**src/verilog/mcs_pkg.sv**
```systemverilog
// Operation
// - the periodic input read restarts the watchdog; nothing else kicks it (a rising arm bit also restarts the count here)
// - watchdog overrun forces every amplifier power enable low in hardware
// - a readable status flag shows that the watchdog has expired
// - software can arm and disarm the watchdog through a read/write control
// - power enables high only with request, live watchdog and no power fault
// - error light off without fault, blinks on link error, on when expired
// - CAN light blinks on traffic, on when a buffer is full, else off
// - RS485 light blinks discovering, on while nodes answer, off after drop
// - application light blinks while the host application runs, else off
// - boot light on only after a successful boot
// - every node answering on the expander bus in discovery is recognised
// - a node that stops answering regularly leaves the active set
// - six joints sample home and two limit inputs on the read, with inverses
// - two emergency stop inputs are sampled and shown with inverted copies
package mcs_pkg;

    // ****************************************************************
    // timing
    // ****************************************************************
    localparam int CLK_NS         = 8;
    localparam int US_NS          = 1000;
    localparam int US_CYCLES      = US_NS / CLK_NS;
    localparam int BLINK_HALF_US  = 250000;
    localparam int CAN_HOLD_US    = 20000;
    localparam int DISC_US        = 500000;
    localparam int SUPERVISE_US   = 50000;

    // ****************************************************************
    // register map (byte addresses)
    // ****************************************************************
    localparam logic [7:0] OFF_CTRL       = 8'h00;
    localparam logic [7:0] OFF_WD_TIMEOUT = 8'h04;
    localparam logic [7:0] OFF_STATUS     = 8'h08;
    localparam logic [7:0] OFF_INPUTS     = 8'h0c;
    localparam logic [7:0] OFF_INPUTS_N   = 8'h10;
    localparam logic [7:0] OFF_NODES      = 8'h14;
    localparam logic [7:0] OFF_NODE_CTRL  = 8'h18;

    localparam int CTRL_WD_ARM     = 0;
    localparam int CTRL_POWER_REQ  = 1;
    localparam int CTRL_APP_RUN    = 2;
    localparam int CTRL_BOOT_DONE  = 3;
    localparam int CTRL_LINK_ERR   = 4;
    localparam int CTRL_W          = 5;

    localparam int ST_WD_EXPIRED   = 0;
    localparam int ST_POWER_FAULT  = 1;
    localparam int ST_POWER_ON     = 2;
    localparam int ST_NODE_DROPPED = 3;
    localparam int ST_DISCOVERY    = 4;
    localparam int ST_CAN_FULL     = 5;

    localparam int IN_HOME_LSB     = 0;
    localparam int IN_LOWER_LSB    = 8;
    localparam int IN_UPPER_LSB    = 16;
    localparam int IN_ESTOP_LSB    = 24;
    localparam int NODES_ACT_LSB   = 16;
    localparam int NODE_CTRL_SCAN  = 0;

    localparam logic [4:0]  CTRL_RST       = 5'h00;
    localparam logic [31:0] WD_TIMEOUT_RST = 32'h00000bb8;

    localparam int JOINTS     = 6;
    localparam int ESTOPS     = 2;
    localparam int NODES      = 16;
    localparam int AMP_OUTS   = 7;
    localparam int SYNC_W     = 3 * JOINTS + ESTOPS + 1;

    typedef enum logic [1:0] {
        MCS_RS_DISC = 2'b01,
        MCS_RS_RUN  = 2'b10
    } mcs_rs_e;

endpackage

```
**src/verilog/mcs_top.sv**
```systemverilog
`timescale 1ns/1ps
module mcs_top #(
    parameter int BLINK_HALF_TICKS = mcs_pkg::BLINK_HALF_US,
    parameter int CAN_HOLD_TICKS   = mcs_pkg::CAN_HOLD_US,
    parameter int DISC_TICKS       = mcs_pkg::DISC_US,
    parameter int SUPERVISE_TICKS  = mcs_pkg::SUPERVISE_US
) (
    input  wire logic        clk,
    input  wire logic        srst,
    input  wire logic [7:0]  avs_address,
    input  wire logic        avs_read,
    input  wire logic        avs_write,
    input  wire logic [31:0] avs_writedata,
    input  wire logic [3:0]  avs_byteenable,
    output logic      [31:0] avs_readdata,
    output logic             avs_waitrequest,
    input  wire logic [5:0]  joint_home_input,
    input  wire logic [5:0]  joint_lower_limit_input,
    input  wire logic [5:0]  joint_upper_limit_input,
    input  wire logic [1:0]  estop_input,
    input  wire logic        power_fault_input,
    input  wire logic        can_traffic,
    input  wire logic        can_buffer_full,
    input  wire logic        node_answer,
    input  wire logic [3:0]  node_answer_addr,
    output logic      [6:0]  amp_power_en,
    output logic             error_indicator,
    output logic             can_indicator,
    output logic             rs485_indicator,
    output logic             app_running_indicator,
    output logic             boot_indicator
);

    localparam logic [6:0]  TICK_LAST  = 7'(mcs_pkg::US_CYCLES - 1);
    localparam logic [19:0] BLINK_LAST = 20'(BLINK_HALF_TICKS - 1);
    localparam logic [19:0] CAN_HOLD   = 20'(CAN_HOLD_TICKS);
    localparam logic [19:0] DISC_LAST  = 20'(DISC_TICKS - 1);
    localparam logic [19:0] SUP_LAST   = 20'(SUPERVISE_TICKS - 1);

    // ****************************************************************
    // declarations
    // ****************************************************************
    logic [mcs_pkg::SYNC_W-1:0] pins_sync;
    logic [5:0]   home_s;
    logic [5:0]   lower_s;
    logic [5:0]   upper_s;
    logic [1:0]   estop_s;
    logic         fault_s;
    logic [6:0]   tick_cnt_reg;
    logic         us_tick_reg;
    logic [4:0]   ctrl_reg;
    logic [31:0]  timeout_reg;
    logic [31:0]  wd_cnt_reg;
    logic         expired_reg;
    logic [31:0]  snap_reg;
    logic [31:0]  rd_mux;
    logic [31:0]  live_inputs;
    logic         bus_req;
    logic         accept;
    logic         wr_ctrl;
    logic         wr_timeout;
    logic         wr_node_ctrl;
    logic [4:0]   ctrl_next;
    logic         arm_rise;
    logic         kick;
    logic         wd_set;
    logic [19:0]  blink_cnt_reg;
    logic         blink_reg;
    logic [19:0]  can_hold_reg;
    mcs_pkg::mcs_rs_e rs_state_reg;
    logic [19:0]  win_cnt_reg;
    logic [15:0]  known_reg;
    logic [15:0]  active_reg;
    logic [15:0]  alive_reg;
    logic         dropped_reg;
    logic [15:0]  answer_vec;
    logic         scan_req;
    logic         win_end;

    // ****************************************************************
    // helpers
    // ****************************************************************
    function automatic logic [31:0] lane_merge(
        input logic [31:0] old_val,
        input logic [31:0] new_val,
        input logic [3:0]  be
    );
        logic [31:0] res;
        res = old_val;
        for (int b = 0; b < 4; b++) begin
            if (be[b]) begin
                res[8*b +: 8] = new_val[8*b +: 8];
            end
        end
        return res;
    endfunction

    // ****************************************************************
    // pin synchronisers
    // ****************************************************************
    mcs_sync #(
        .WIDTH (mcs_pkg::SYNC_W)
    ) u_sync (
        .clk      (clk),
        .srst     (srst),
        .async_in ({power_fault_input, estop_input,
                    joint_upper_limit_input, joint_lower_limit_input,
                    joint_home_input}),
        .sync_out (pins_sync)
    );

    assign home_s  = pins_sync[5:0];
    assign lower_s = pins_sync[11:6];
    assign upper_s = pins_sync[17:12];
    assign estop_s = pins_sync[19:18];
    assign fault_s = pins_sync[20];

    always_comb begin
        live_inputs = '0;
        live_inputs[mcs_pkg::IN_HOME_LSB  +: 6] = home_s;
        live_inputs[mcs_pkg::IN_LOWER_LSB +: 6] = lower_s;
        live_inputs[mcs_pkg::IN_UPPER_LSB +: 6] = upper_s;
        live_inputs[mcs_pkg::IN_ESTOP_LSB +: 2] = estop_s;
    end

    // ****************************************************************
    // microsecond tick
    // ****************************************************************
    always_ff @(posedge clk) begin
        if (srst) begin
            tick_cnt_reg <= '0;
            us_tick_reg  <= 1'b0;
        end else begin
            us_tick_reg <= (tick_cnt_reg == TICK_LAST);
            if (tick_cnt_reg == TICK_LAST) begin
                tick_cnt_reg <= '0;
            end else begin
                tick_cnt_reg <= tick_cnt_reg + 7'h01;
            end
        end
    end

    // ****************************************************************
    // avalon slave
    // ****************************************************************
    assign bus_req      = avs_read | avs_write;
    assign accept       = bus_req & ~avs_waitrequest;
    assign wr_ctrl      = accept & avs_write
                        & (avs_address == mcs_pkg::OFF_CTRL);
    assign wr_timeout   = accept & avs_write
                        & (avs_address == mcs_pkg::OFF_WD_TIMEOUT);
    assign wr_node_ctrl = accept & avs_write
                        & (avs_address == mcs_pkg::OFF_NODE_CTRL);
    assign ctrl_next    = 5'(lane_merge({27'h0, ctrl_reg},
                                        avs_writedata, avs_byteenable));
    assign arm_rise     = wr_ctrl & ctrl_next[mcs_pkg::CTRL_WD_ARM]
                        & ~ctrl_reg[mcs_pkg::CTRL_WD_ARM];
    assign kick         = accept & avs_read
                        & (avs_address == mcs_pkg::OFF_INPUTS);
    assign scan_req     = wr_node_ctrl & avs_byteenable[0]
                        & avs_writedata[mcs_pkg::NODE_CTRL_SCAN];

    // one wait cycle, then a single cycle with waitrequest low
    always_ff @(posedge clk) begin
        if (srst) begin
            avs_waitrequest <= 1'b1;
        end else if (avs_waitrequest && bus_req) begin
            avs_waitrequest <= 1'b0;
        end else begin
            avs_waitrequest <= 1'b1;
        end
    end

    always_comb begin
        rd_mux = '0;
        unique case (avs_address)
            mcs_pkg::OFF_CTRL:       rd_mux = {27'h0, ctrl_reg};
            mcs_pkg::OFF_WD_TIMEOUT: rd_mux = timeout_reg;
            mcs_pkg::OFF_STATUS: begin
                rd_mux[mcs_pkg::ST_WD_EXPIRED]   = expired_reg;
                rd_mux[mcs_pkg::ST_POWER_FAULT]  = fault_s;
                rd_mux[mcs_pkg::ST_POWER_ON]     = amp_power_en[0];
                rd_mux[mcs_pkg::ST_NODE_DROPPED] = dropped_reg;
                rd_mux[mcs_pkg::ST_DISCOVERY]    =
                    (rs_state_reg == mcs_pkg::MCS_RS_DISC);
                rd_mux[mcs_pkg::ST_CAN_FULL]     = can_buffer_full;
            end
            mcs_pkg::OFF_INPUTS:     rd_mux = live_inputs;
            mcs_pkg::OFF_INPUTS_N:   rd_mux = ~snap_reg
                                     & 32'h033f3f3f;
            mcs_pkg::OFF_NODES:      rd_mux = {active_reg, known_reg};
            default:                 rd_mux = '0;
        endcase
    end

    always_ff @(posedge clk) begin
        if (srst) begin
            avs_readdata <= '0;
        end else if (avs_waitrequest && avs_read) begin
            avs_readdata <= rd_mux;
        end
    end

    // snapshot taken with the same value the periodic read returns
    always_ff @(posedge clk) begin
        if (srst) begin
            snap_reg <= '0;
        end else if (avs_waitrequest && avs_read
                     && avs_address == mcs_pkg::OFF_INPUTS) begin
            snap_reg <= live_inputs;
        end
    end

    always_ff @(posedge clk) begin
        if (srst) begin
            ctrl_reg <= mcs_pkg::CTRL_RST;
        end else if (wr_ctrl) begin
            ctrl_reg <= ctrl_next;
        end
    end

    always_ff @(posedge clk) begin
        if (srst) begin
            timeout_reg <= mcs_pkg::WD_TIMEOUT_RST;
        end else if (wr_timeout) begin
            timeout_reg <= lane_merge(timeout_reg, avs_writedata,
                                      avs_byteenable);
        end
    end

    // ****************************************************************
    // watchdog
    // ****************************************************************
    // only a fresh expiry beats a kick; a saturated count would block it
    assign wd_set = ctrl_reg[mcs_pkg::CTRL_WD_ARM] & ~expired_reg
                  & (wd_cnt_reg >= timeout_reg);

    always_ff @(posedge clk) begin
        if (srst) begin
            wd_cnt_reg <= '0;
        end else if (kick || arm_rise
                     || !ctrl_reg[mcs_pkg::CTRL_WD_ARM]) begin
            wd_cnt_reg <= '0;
        end else if (us_tick_reg && wd_cnt_reg != 32'hffffffff) begin
            wd_cnt_reg <= wd_cnt_reg + 32'h00000001;
        end
    end

    // an expiry in the clearing cycle still sets the flag
    always_ff @(posedge clk) begin
        if (srst) begin
            expired_reg <= 1'b0;
        end else if (wd_set) begin
            expired_reg <= 1'b1;
        end else if (kick || arm_rise) begin
            expired_reg <= 1'b0;
        end
    end

    always_ff @(posedge clk) begin
        if (srst) begin
            amp_power_en <= '0;
        end else begin
            amp_power_en <= {mcs_pkg::AMP_OUTS{
                ctrl_reg[mcs_pkg::CTRL_POWER_REQ]
                & ~expired_reg & ~wd_set & ~fault_s}};
        end
    end

    // ****************************************************************
    // blink and CAN activity timers
    // ****************************************************************
    always_ff @(posedge clk) begin
        if (srst) begin
            blink_cnt_reg <= '0;
            blink_reg     <= 1'b0;
        end else if (us_tick_reg) begin
            if (blink_cnt_reg == BLINK_LAST) begin
                blink_cnt_reg <= '0;
                blink_reg     <= ~blink_reg;
            end else begin
                blink_cnt_reg <= blink_cnt_reg + 20'h00001;
            end
        end
    end

    always_ff @(posedge clk) begin
        if (srst) begin
            can_hold_reg <= '0;
        end else if (can_traffic) begin
            can_hold_reg <= CAN_HOLD;
        end else if (us_tick_reg && can_hold_reg != 20'h00000) begin
            can_hold_reg <= can_hold_reg - 20'h00001;
        end
    end

    // ****************************************************************
    // expander node supervision
    // ****************************************************************
    assign answer_vec = node_answer ? (16'h0001 << node_answer_addr)
                                    : 16'h0000;
    assign win_end    = us_tick_reg
                      & (win_cnt_reg == ((rs_state_reg == mcs_pkg::MCS_RS_DISC)
                                         ? DISC_LAST : SUP_LAST));

    always_ff @(posedge clk) begin
        if (srst || scan_req) begin
            win_cnt_reg <= '0;
        end else if (win_end) begin
            win_cnt_reg <= '0;
        end else if (us_tick_reg) begin
            win_cnt_reg <= win_cnt_reg + 20'h00001;
        end
    end

    always_ff @(posedge clk) begin
        if (srst || scan_req) begin
            rs_state_reg <= mcs_pkg::MCS_RS_DISC;
            known_reg    <= '0;
            active_reg   <= '0;
            alive_reg    <= '0;
            dropped_reg  <= 1'b0;
        end else begin
            unique case (rs_state_reg)
                mcs_pkg::MCS_RS_DISC: begin
                    known_reg <= known_reg | answer_vec;
                    if (win_end) begin
                        rs_state_reg <= mcs_pkg::MCS_RS_RUN;
                        active_reg   <= known_reg | answer_vec;
                        alive_reg    <= '0;
                    end
                end
                mcs_pkg::MCS_RS_RUN: begin
                    if (win_end) begin
                        active_reg  <= active_reg
                                     & (alive_reg | answer_vec);
                        dropped_reg <= dropped_reg
                                     | (|(active_reg
                                     & ~(alive_reg | answer_vec)));
                        alive_reg   <= '0;
                    end else begin
                        alive_reg <= alive_reg | answer_vec;
                    end
                end
            endcase
        end
    end

    // ****************************************************************
    // indicators
    // ****************************************************************
    always_ff @(posedge clk) begin
        if (srst) begin
            error_indicator       <= 1'b0;
            can_indicator         <= 1'b0;
            rs485_indicator       <= 1'b0;
            app_running_indicator <= 1'b0;
            boot_indicator        <= 1'b0;
        end else begin
            error_indicator <= expired_reg
                | (ctrl_reg[mcs_pkg::CTRL_LINK_ERR] & blink_reg);
            can_indicator   <= can_buffer_full
                | ((can_hold_reg != 20'h00000) & blink_reg);
            rs485_indicator <= (rs_state_reg == mcs_pkg::MCS_RS_DISC)
                ? blink_reg
                : (~dropped_reg & (active_reg != 16'h0000));
            app_running_indicator <= ctrl_reg[mcs_pkg::CTRL_APP_RUN]
                & blink_reg;
            boot_indicator  <= ctrl_reg[mcs_pkg::CTRL_BOOT_DONE];
        end
    end

endmodule

```
**src/verilog/mcs_sync.sv**
```systemverilog
`timescale 1ns/1ps
module mcs_sync #(
    parameter int WIDTH = 1
) (
    input  wire logic             clk,
    input  wire logic             srst,
    input  wire logic [WIDTH-1:0] async_in,
    output logic      [WIDTH-1:0] sync_out
);

    logic [WIDTH-1:0] meta_reg;

    // ****************************************************************
    // two stage synchroniser
    // ****************************************************************
    always_ff @(posedge clk) begin
        if (srst) begin
            meta_reg <= '0;
            sync_out <= '0;
        end else begin
            meta_reg <= async_in;
            sync_out <= meta_reg;
        end
    end

endmodule

```
**config.mk**
```make
export PLATFORM = sky130hd
export DESIGN_NAME = mcs_top
export DESIGN_NICKNAME = d
export VERILOG_FILES = /design/src/verilog/mcs_pkg.sv /design/src/verilog/mcs_top.sv /design/src/verilog/mcs_sync.sv
export SDC_FILE = /design/constraint.sdc
export NUM_CORES = 1
export LEC_CHECK = 0
export BUFFER_PORTS_ARGS = -buffer_cell sky130_fd_sc_hd__buf_2
export CORE_AREA = 2 2 218 220
export DETAILED_ROUTE_END_ITERATION = 10
export DIE_AREA = 0 0 220 222
export PLACE_DENSITY = 0.56
export SETUP_SLACK_MARGIN = 0.02
export SLEW_MARGIN = 40
export SYNTH_ARGS = -nofsm -noshare
export SYNTH_HDL_FRONTEND = slang
export SYNTH_SLANG_ARGS = --single-unit
```
**constraint.sdc**
```tcl
create_clock -name clk -period 3.5 [get_ports clk]
set_clock_uncertainty 0.2 [all_clocks]
set_input_delay 0.525 -clock clk [delete_from_list [all_inputs] [get_ports clk]]
set_output_delay 0.525 -clock clk [all_outputs]
set_load 0.02 [all_outputs]
```
==> summary.md, run 1 <==
| Metric | Value |
|---|---|
| Status | `complete, no violations` |
| Switch Pwr | `1.629 mW` |
| Antenna-violating nets left | `0` |
| GRT overflow | `0` |
| Setup_tns | `0 ns` |
| Arr. time, crit path | `2.90 ns` |
| Area delta synth->final | `17.33%` |
| CTS Buf Count | `34` |
| Critical path capture point type | `flop` |
| Syn avg cell area | `8.589 um2` |
| Synthesized flop and latch total | `291` |
| Initial antenna violation count | `0` |
| Via density | `5.238` |
| Share of cells above drive strength 1 | `14.16%` |
| Hold crit path type | `input port to flop` |
| Measured slew at the worst slew-check pin | `0.8177 ns` |
| CTS Sinks | `291` |
| Global Route Usage Sum | `17.01%` |
| Worst vdd ir | `0.3954 mV` |
| IO Count | `121` |
| DP Area | `0.01490 mm2` |
| Post-CTS setup buffers | `0` |
| I/O Buffers | `120` |
| Tmin final | `2.721 ns` |
| DRT Pass-1 Iters | `5` |
| Final Setup Violations | `0` |
| Post-synth top area share | `42.37%` |
| Syn Inst Count | `1601` |
| Vias in the first global route | `11467` |
| Gpl congestion | `0.8963` |
| Drt initial violations | `977` |
| Die Span X | `220 um` |
| PostCTS Resize Cnt | `0` |
| Post-route clock period utilization | `77.73%` |
| Number of remaining DRC errors | `0` |
| Routed vias | `12167` |
| DIE AREA | `0.04884 mm2` |
| Clk_lat worst skew | `0.52 ns` |
| Power Dens Cells | `458.1 mW/mm2` |
| RSZ-0062 raised after global routing | `no` |
| Flop pwr share | `45.8%` |
| Async set-reset flop share out of synthesis | `0%` |
| Met1 WL | `20490 um` |
| Max Cap Violations | `0` |
| CP startpoint kind | `flop` |
| Netlist Area Pre-Place | `0.01375 mm2` |
| FILL cells | `4814` |
| Most used DFF post-synth | `dfxtp_1` |
| Distinct cells, synth | `72` |
| Synth top area cells | `dfxtp_1 (42%), nor2_1 (5.5%), a21oi_1 (4.6%)` |
| Worst slew margin | `44.72%` |
| Max FO, Critical Path | `13` |
| # diodes | `0` |
| Syn. warnings | `0` |
| CTS tree | `built` |
| Clock-pin slew on the worst setup and hold paths | `0.06 ns` |
| Sequential share of the synthesized area | `42.37%` |
| Slew Limit Fails | `0` |
| Pint | `5.761 mW` |
| Fin. Hold Viols | `0` |
| Core area | `0.04626 mm2` |
| Htree depth | `2` |
| Yosys top cell by area | `dfxtp_1` |
| Die height | `222 um` |
| WL/cell | `18.22 um` |
| Final wirelength | `42340 um` |
| CTS Buffer Depth | `3` |
| Largest net degree at the start of global routing | `52` |
| First-pass GRT wire length | `65660 um` |
| Total Power | `7.390 mW` |
| Hold_ws | `0.03046 ns` |
| Met3 wire len | `2751 um` |
| CP Class | `flop to flop` |
| Leakage power | `5.983 nW` |
| Clock root buffer | `clkbuf_16` |
| Max layer used | `met4` |
| Initial Util | `29.73%` |
| Syn_nets | `1716` |
| Maximum clock rate | `0.3676 GHz` |
| DP HPWL | `30550 um` |
| Finished Layout Cells | `2323` |
| Post-route design area | `0.01613 mm2` |
| Cell Rows | `79` |
| WL met2 | `18280 um` |
| Clock share of power | `50.3%` |
| Switching Share | `22.05%` |
| Crit path required time | `3.68 ns` |
| Nets | `1809` |
| Number of synthesized flops with an enable pin | `0` |
| Comb pwr share | `3.9%` |
| Placed cell count | `2261` |
[critical path: stages, from the launching register on]
cell and delay [ns]:
dfxtp_1 0.53, buf_4 0.30, or4b_2 0.64, nor3_2 0.49, nand4bb_1 0.20, xor2_1 0.17
nor2_1 0.05
[synth_stat cells, types with 6 or more instances]
cell type	n
or4_1	12
a31oi_1	23
dfxtp_1	291
a22o_1	25
clkbuf_1	58
nor4_1	19
ha_1	39
nor3_1	16
and3_1	16
nor2_1	201
nand3_1	29
a221oi_1	6
mux2i_1	43
buf_4	12
xor2_1	25
a22oi_1	30
nor4b_1	6
buf_2	19
and4_1	12
nand4b_1	6
inv_1	46
nand2_1	124
o211ai_1	27
nand3b_1	12
a21oi_1	127
a211oi_1	16
o21a_1	21
a2111oi_0	6
or3_1	23
nor2b_1	48
nand2b_1	34
o21ai_0	75
xnor2_1	35
or2_2	14
nand4_1	33
[power groups by stage]
stage | clock network [mW] | logic, mW | registers, mW
global route | 3.95 | 0.311 | 3.39
detailed placement | 0 | 0.282 | 3.46
floorplan | 0 | 0.152 | 3.45
global placement | 0 | 0.281 | 3.46
CTS | 3.80 | 0.287 | 3.39
finish | 3.72 | 0.286 | 3.39
[path summary, 6_finish.rpt]
check,endpoint,start,slack (ns),cells past startpoint
worst min register to register,u_sync.sync_out[2],u_sync.meta_reg[2],0.24,1
worst min-delay path,u_sync.meta_reg[6],joint_lower_limit_input[0],0.03,2
worst max register to register,can_hold_reg[19],us_tick_reg,0.78,6
worst max-delay path,can_hold_reg[19],us_tick_reg,0.78,6
[metrics by stage]
stage	util (%)	setup slack, ns
6_report	34.88	0.7793
5_1_grt	34.88	0.6475
3_5_place_dp	32.21	0.5500
3_3_place_gp	32.20	0.6027
4_1_cts	34.85	0.7423
2_1_floorplan	-	1.160
[kinds of logic (layout without fill, tap and decap cells)]
family / count (synthesis) / after routing / share of synthesized area, %
AOI/OAI and AO/OA: 390 / 390 / 18.14
xor gates and xnor gates: 60 / 60 / 3.822
adders and majority gates: 39 / 39 / 3.549
buffers and inverters: 141 / 256 / 4.468
DFF: 291 / 291 / 42.37
muxes: 43 / 43 / 3.130
and+or+nand+nor: 637 / 637 / 24.52
[metal layers]
| layer | global-route usage (%) | vias up |
|---|---|---|
| met4 | 4.352 | 0 |
| li1 | - | 5901 |
| met1 | 24.83 | 5858 |
| met3 | 2.743 | 50 |
| met2 | 25.83 | 358 |
| met5 | 0 | - |
[what timing repair did]
action / in CTS / in global routing
hold endpoints to repair: 4 / 0
hold buffers: 4 / 0
setup endpoints to repair: 0 / 0
[cells in the final DEF, fill, tap and decap left out, drive strengths merged, types with 4 or more instances in the layout]
master,instances
and4,12
a211oi,16
nand3b,12
buf,148
nand2b,34
xnor2,35
o211ai,27
a22o,25
a221oi,6
o21a,21
or3,24
nand2,125
nor4,26
nor4b,6
and3,16
nor3,20
or3b,6
dfxtp,291
a21oi,128
nor2b,48
o31ai,4
o21ai,80
or2,14
nand4,33
a2111oi,7
dlygate4sd3,4
ha,39
mux2i,43
a22oi,30
nand4b,6
nor2,201
nand3,29
or4,12
xor2,25
inv,46
a31oi,23
nor3b,5
clkbuf,50
[area by class of cell]
type	instances	area (um2)	area share, %
Clock buffer	50	1055	6.538
Clock inverter	8	126.4	0.7833
Inverter	46	172.7	1.070
Multi-Input combinational cell	1169	7328	45.42
Sequential cell	291	5826	36.11
Tap cell	607	759.5	4.708
Timing Repair Buffer	152	865.8	5.367
No activity file was read; power rests on OpenSTA's default activity.
==> run 2, diff against run 1 <==
==> constraint.sdc (replaced) <==
create_clock -name clk -period 2.6 [get_ports clk]
set_clock_uncertainty 0.2 [all_clocks]
set_input_delay 0.39 -clock clk [delete_from_list [all_inputs] [get_ports clk]]
set_output_delay 0.39 -clock clk [all_outputs]
set_load 0.02 [all_outputs]
==> run 2 against run 1 <==
Core utilization is 1.8 points higher. Clock-buffer cell count down 10. Largest power group unchanged. Sequential power increased by 35%. Critical endpoint is now can_hold_reg[11]. Wire length fell by 0.11%. Largest cell class unchanged.
==> summary.md, run 2 (same netlist as run 1, synthesis figures left out) <==
| Metric | Value |
|---|---|
| Clock root buffer | `clkbuf_16` |
| Sequential Area | `0.005826 mm2 (unchanged)` |
| Capturing point of the worst reg2reg path | `can_hold_reg[11]` |
| DP HPWL | `31130 um (+1.9%)` |
| Critical path capture point type | `flop` |
| Worst reg-to-reg setup slack | `0.23 ns (-0.55 ns)` |
| Post-layout util | `36.63% (+1.8 points)` |
| Gpl congestion | `0.9290 (+3.6%)` |
| Core area | `0.04626 mm2 (unchanged)` |
| WL/cell | `17.50 um (-4.0%)` |
| Setup_tns | `0 ns (unchanged)` |
| Final wirelength | `42290 um (-0.11%)` |
| Finished Layout Cells | `2417 (+4.0%)` |
| Vias in the first global route | `11995 (+4.6%)` |
| Status | `complete, no violations` |
| Die Span X | `220 um (unchanged)` |
| FILL cells | `4762 (-1.1%)` |
| Htree depth | `1 (-1)` |
| CTS Buf Count | `31 (-8.8%)` |
| DIE AREA | `0.04884 mm2 (unchanged)` |
| Share of cells above drive strength 1 | `15.80% (+1.6 points)` |
| Antenna-violating nets left | `0 (unchanged)` |
| Clk_lat worst skew | `0.58 ns (+0.06 ns)` |
| Initial Util | `29.73% (unchanged)` |
| Number of remaining DRC errors | `0 (unchanged)` |
| Leakage power | `6.376 nW (+6.6%)` |
| Arr. time, crit path | `2.68 ns (-0.22 ns)` |
| Max Cap Violations | `0 (unchanged)` |
| Commonest non-fill, non-tap cell in the layout | `dfxtp_1` |
| Crit path required time | `2.90 ns (-0.78 ns)` |
| R2R Path Start | `us_tick_reg` |
| CP startpoint kind | `flop` |
| WHS Endpoint | `error_indicator` |
| I/O Buffers | `120 (unchanged)` |
| DRT Pass-1 Iters | `5 (unchanged)` |
| Power Dens Cells | `569.8 mW/mm2 (+24%)` |
| Reg2reg path depth | `5 (-1)` |
| CP Class | `flop to flop` |
| Nets | `1903 (+5.2%)` |
| Tmin final | `2.372 ns (-0.3491 ns)` |
| Commonest cells after routing, fill and taps aside | `dfxtp_1 (291), nor2_1 (200), a21oi_1 (127)` |
| Fin. Hold Viols | `0 (unchanged)` |
| Clock-pin slew on the worst setup and hold paths | `0.06 ns (about the same)` |
| First-pass GRT wire length | `66830 um (+1.8%)` |
| Worst slew margin | `48.75% (+4.0 points)` |
| # diodes | `0 (unchanged)` |
| Hold crit path type | `input port to flop` |
| Post-CTS setup buffers | `0 (unchanged)` |
| Slew Limit Fails | `0 (unchanged)` |
| Area delta synth->final | `23.24%` |
| Final Setup Violations | `0 (unchanged)` |
| Die height | `222 um (unchanged)` |
| Global Route Usage Sum | `17.10% (+0.091 points)` |
| CTS Buffer Depth | `3 (unchanged)` |
| Worst vdd ir | `0.5088 mV (+29%)` |
| Routed vias | `12509 (+2.8%)` |
| Placed cell count | `2305 (+1.9%)` |
| Maximum clock rate | `0.4217 GHz (+15%)` |
| CTS Sinks | `291 (unchanged)` |
| Cell Rows | `79 (unchanged)` |
| CTS tree | `built` |
| GRT overflow | `0 (unchanged)` |
| Initial antenna violation count | `0 (unchanged)` |
| Critical hold path startpoint | `srst` |
| RSZ-0062 raised after global routing | `no` |
| Worst hold path depth | `2 (unchanged)` |
| IO Count | `121 (unchanged)` |
| Multi-input gate area | `0.007341 mm2 (+0.17%)` |
| Max FO, Critical Path | `7 (-6)` |
| Measured slew at the worst slew-check pin | `0.7687 ns (-0.04902 ns)` |
| Post-route clock period utilization | `91.22% (+13 points)` |
| Largest net degree at the start of global routing | `62 (+19%)` |
| Drt initial violations | `939 (-3.9%)` |
| Via density | `5.175 (-1.2%)` |
==> run 2: cell types whose count changed in the layout (fill, tap and decap cells not counted), sizes merged <==
| cell | delta |
|---|---|
| dlygate4sd3 | +53 |
| buf | +44 |
| clkbuf | -10 |
| clkinv | +2 |
| clkinvlp | +2 |
| inv | +2 |
| bufinv | +1 |
==> run 2: worst max-delay path by stage <==
stage                          from                to  slack [ns]  depth (start not counted)
global route        win_cnt_reg[14]     active_reg[7]         0.1                          5
global placement     avs_address[5]  avs_readdata[13]        0.12                          7
detailed placement   avs_address[5]  avs_readdata[13]        0.11                          7
floorplan            avs_address[2]   avs_readdata[5]        0.39                          9
finish                  us_tick_reg  can_hold_reg[11]        0.23                          5
CTS                  wd_cnt_reg[23]    wd_cnt_reg[22]        0.18                          5
==> run 2: metrics by stage <==
stage               area, um2  setup WS (ns)  hold WS (ns)  total power [mW]
floorplan               13750         0.3947        0.2138             4.852
global placement        15290         0.1226        0.2296             5.050
detailed placement      15300         0.1105        0.2264             5.050
CTS                     16930         0.1799      0.003292             9.734
global route            16950        0.09708       0.03417             9.993
finish                  16950         0.2284       0.02152             9.656
==> run 2: what timing repair did <==
item	4_1_cts	5_1_grt
hold endpoints to repair	66	0
resized for setup	0	2
setup endpoints to repair	0	2
hold buffers	57	0
==> run 2: power by group <==
| group | internal, mW | total [mW] | leakage, nW | switching, mW |
|---|---|---|---|---|
| clock network | 2.73 | 4.63 | 0.505 | 1.91 |
| logic | 0.205 | 0.469 | 3.51 | 0.264 |
| registers | 4.51 | 4.56 | 2.36 | 0.0426 |
==> run 2: worst max-delay path, stage by stage (launching register included) <==
cell and delay, ns:
dfxtp_1 0.52, or4b_2 0.66, nor3_2 0.46, nand3b_1 0.16
xor2_1 0.17, a21oi_1 0.13
==> run 2: cell type report <==
class / instances / share of cell area, %
inverters: 46 / 1.019
repair buffers: 249 / 10.56
clock buffers: 40 / 5.072
flip-flops and latches: 291 / 34.38
clock inverters: 15 / 1.174
well taps: 607 / 4.482
multi-input cells: 1169 / 43.32
==> run 2: metal layers <==
metal  global-route usage (%)  vias to the layer above  wire length [um]
met5                        0                        -                 0
met4                    4.503                        0               865
met3                    2.593                       53              2398
met2                    26.24                      343             18410
met1                    24.80                     6009             20610
li1                         -                     6104                 -
==> run 3, diff against run 2 <==
--- a/config.mk
+++ b/config.mk
@@ -10,6 +10,7 @@
 export DETAILED_ROUTE_END_ITERATION = 10
 export DIE_AREA = 0 0 220 222
 export PLACE_DENSITY = 0.56
+export RECOVER_POWER = 25
 export SETUP_SLACK_MARGIN = 0.02
 export SLEW_MARGIN = 40
 export SYNTH_ARGS = -nofsm -noshare
==> run 3 against run 2 <==
Core utilization fell by 0.14 points. Flip-flop and latch count did not move. Wire length rose by 0.27%. Global-route usage did not move. Sequential power barely moved. Via count fell by 0.36%. Non-clock buffer count did not move. Fmax fell by 0.66%. Critical path type unchanged. Critical endpoint unchanged. Highest routed layer unchanged.
==> summary.md, run 3 (same netlist as run 1, synthesis figures left out) <==
| Metric | Value |
|---|---|
| Status | `complete, no violations` |
| Die height | `222 um (unchanged)` |
| Gpl congestion | `0.9290 (unchanged)` |
| Setup ws final | `0.2127 ns (-0.01566 ns)` |
| Finished Layout Cells | `2417 (unchanged)` |
| Setup_tns | `0 ns (unchanged)` |
| Post-route design area | `0.01688 mm2 (-0.38%)` |
| Final Setup Violations | `0 (unchanged)` |
| I/O Buffers | `120 (unchanged)` |
| Clock root buffer | `clkbuf_16` |
| Post-CTS setup buffers | `0 (unchanged)` |
| Initial antenna violation count | `0 (unchanged)` |
| Leakage power | `6.261 nW (-1.8%)` |
| CTS Sinks | `291 (unchanged)` |
| Critical hold path startpoint | `srst` |
| Fin. Hold Viols | `0 (unchanged)` |
| Maximum clock rate | `0.4189 GHz (-0.66%)` |
| Power Dens Cells | `572.0 mW/mm2 (+0.38%)` |
| Max FO, Critical Path | `7 (unchanged)` |
| Clk_lat worst skew | `0.57 ns (about the same)` |
| Commonest non-fill, non-tap cell in the layout | `dfxtp_1` |
| Antenna-violating nets left | `0 (unchanged)` |
| Post-layout util | `36.49% (-0.14 points)` |
| Number of remaining DRC errors | `0 (unchanged)` |
| RSZ-0062 raised after global routing | `no` |
| DRT Pass-1 Iters | `5 (unchanged)` |
| Vias in the first global route | `11995 (unchanged)` |
| CP cell instances | `or4b_2, nor3_2, nand3b_1, xor2_1, a21oi_1` |
| Slowest stage cell, crit path | `or4b_2` |
| CP max stage delay | `0.66 ns (about the same)` |
| Nets | `1903 (unchanged)` |
| Critical path buffers and inverters | `0 (unchanged)` |
| Max Cap Violations | `0 (unchanged)` |
| CTS tree | `built` |
| M3 GR Usage | `2.593% (unchanged)` |
| Commonest cells after routing, fill and taps aside | `dfxtp_1 (291), nor2_1 (200), a21oi_1 (127)` |
| Worst slew margin | `17.06% (-32 points)` |
| Drt initial violations | `949 (+1.1%)` |
| DP Area | `0.01530 mm2 (unchanged)` |
| Htree depth | `1 (unchanged)` |
| CTS Buffer Depth | `3 (unchanged)` |
| CTS Buf Count | `31 (unchanged)` |
| Cell Rows | `79 (unchanged)` |
| Area delta synth->final | `22.77%` |
| Total Power | `9.655 mW (about the same)` |
| Worst hold path depth | `2 (unchanged)` |
| Critical path capture point type | `flop` |
| Arr. time, crit path | `2.69 ns (about the same)` |
| Capturing point of the worst reg2reg path | `can_hold_reg[11]` |
| Final wirelength | `42400 um (+0.27%)` |
| WL/cell | `17.54 um (+0.27%)` |
| Via density | `5.157 (-0.36%)` |
| CP Class | `flop to flop` |
| Hold crit path type | `input port to flop` |
| DIE AREA | `0.04884 mm2 (unchanged)` |
| Die Span X | `220 um (unchanged)` |
| CP top delay family | `simple AND/OR/NAND/NOR gates` |
| Placed cell count | `2305 (unchanged)` |
| R2R Path Start | `us_tick_reg` |
| Hold_ws | `0.02061 ns (-0.0009124 ns)` |
| Busiest grt layer | `met2` |
| Slew Limit Fails | `0 (unchanged)` |
| Routed vias | `12464 (-0.36%)` |
| Worst vdd ir | `0.5077 mV (-0.21%)` |
| WHS Endpoint | `error_indicator` |
| DP HPWL | `31130 um (unchanged)` |
| Post-route clock period utilization | `91.82% (+0.60 points)` |
| Core area | `0.04626 mm2 (unchanged)` |
| First-pass GRT wire length | `66830 um (unchanged)` |
| Clock-pin slew on the worst setup and hold paths | `0.06 ns (about the same)` |
| Largest net degree at the start of global routing | `62 (unchanged)` |
| Pre-CTS setup slack | `0.1105 ns (unchanged)` |
| CP startpoint kind | `flop` |
| Met1 Usage GRT | `24.80% (unchanged)` |
| Met2 Use GR | `26.24% (unchanged)` |
| Global Route Usage Sum | `17.10% (unchanged)` |
| Initial Util | `29.73% (unchanged)` |
| Crit path required time | `2.90 ns (about the same)` |
| IO Count | `121 (unchanged)` |
| Worst reg-to-reg setup slack | `0.21 ns (-0.02 ns)` |
| Share of cells above drive strength 1 | `14.31% (-1.5 points)` |
| Tmin final | `2.387 ns (+0.01566 ns)` |
| GRT overflow | `0 (unchanged)` |
| Measured slew at the worst slew-check pin | `1.244 ns (+0.4753 ns)` |
| Reg2reg path depth | `5 (unchanged)` |
| # diodes | `0 (unchanged)` |
==> run 3: changes by cell type in the layout (fill, tap and decap cells not counted) <==
| cell | change |
|---|---|
| buf_2 | -20 |
| nor4_1 | +1 |
| clkbuf_2 | +1 |
| clkbuf_1 | +26 |
| nor4_4 | -1 |
| buf_4 | -7 |
==> run 3: layout make-up <==
class	count	area (um2)
fill	4782	29380
clock buffer	40	859.6
clock inverter	15	198.9
sequential	291	5826
tap	607	759.5
multi-input combinational	1169	7326
inverter	46	172.7
timing repair buffer	249	1739
==> run 3: power breakdown <==
group	switching, mW	internal (mW)
logic	0.263	0.201
registers	0.0427	4.51
clock network	1.91	2.73
==> run 3: per-layer routing <==
metal  up-vias  wire (um)
li1       6103          -
met1      5970      20830
met2       333      18430
met3        58       2267
met4         0        879
met5         -          0
==> run 3: timing repair <==
| action | in CTS | in global routing |
|---|---|---|
| gates resized for setup | 0 | 2 |
| hold endpoints to repair | 66 | 0 |
| setup endpoints to repair | 0 | 2 |
| hold buffers | 57 | 0 |
==> run 3: how the worst max path moves through the flow <==
stage,from,end,slack [ns],depth (start not counted)
after floorplan,avs_address[2],avs_readdata[5],0.39,9
after global placement,avs_address[5],avs_readdata[13],0.12,7
after detailed placement,avs_address[5],avs_readdata[13],0.11,7
after CTS,wd_cnt_reg[23],wd_cnt_reg[22],0.18,5
after global routing,win_cnt_reg[14],active_reg[7],0.1,5
final,us_tick_reg,can_hold_reg[11],0.21,5
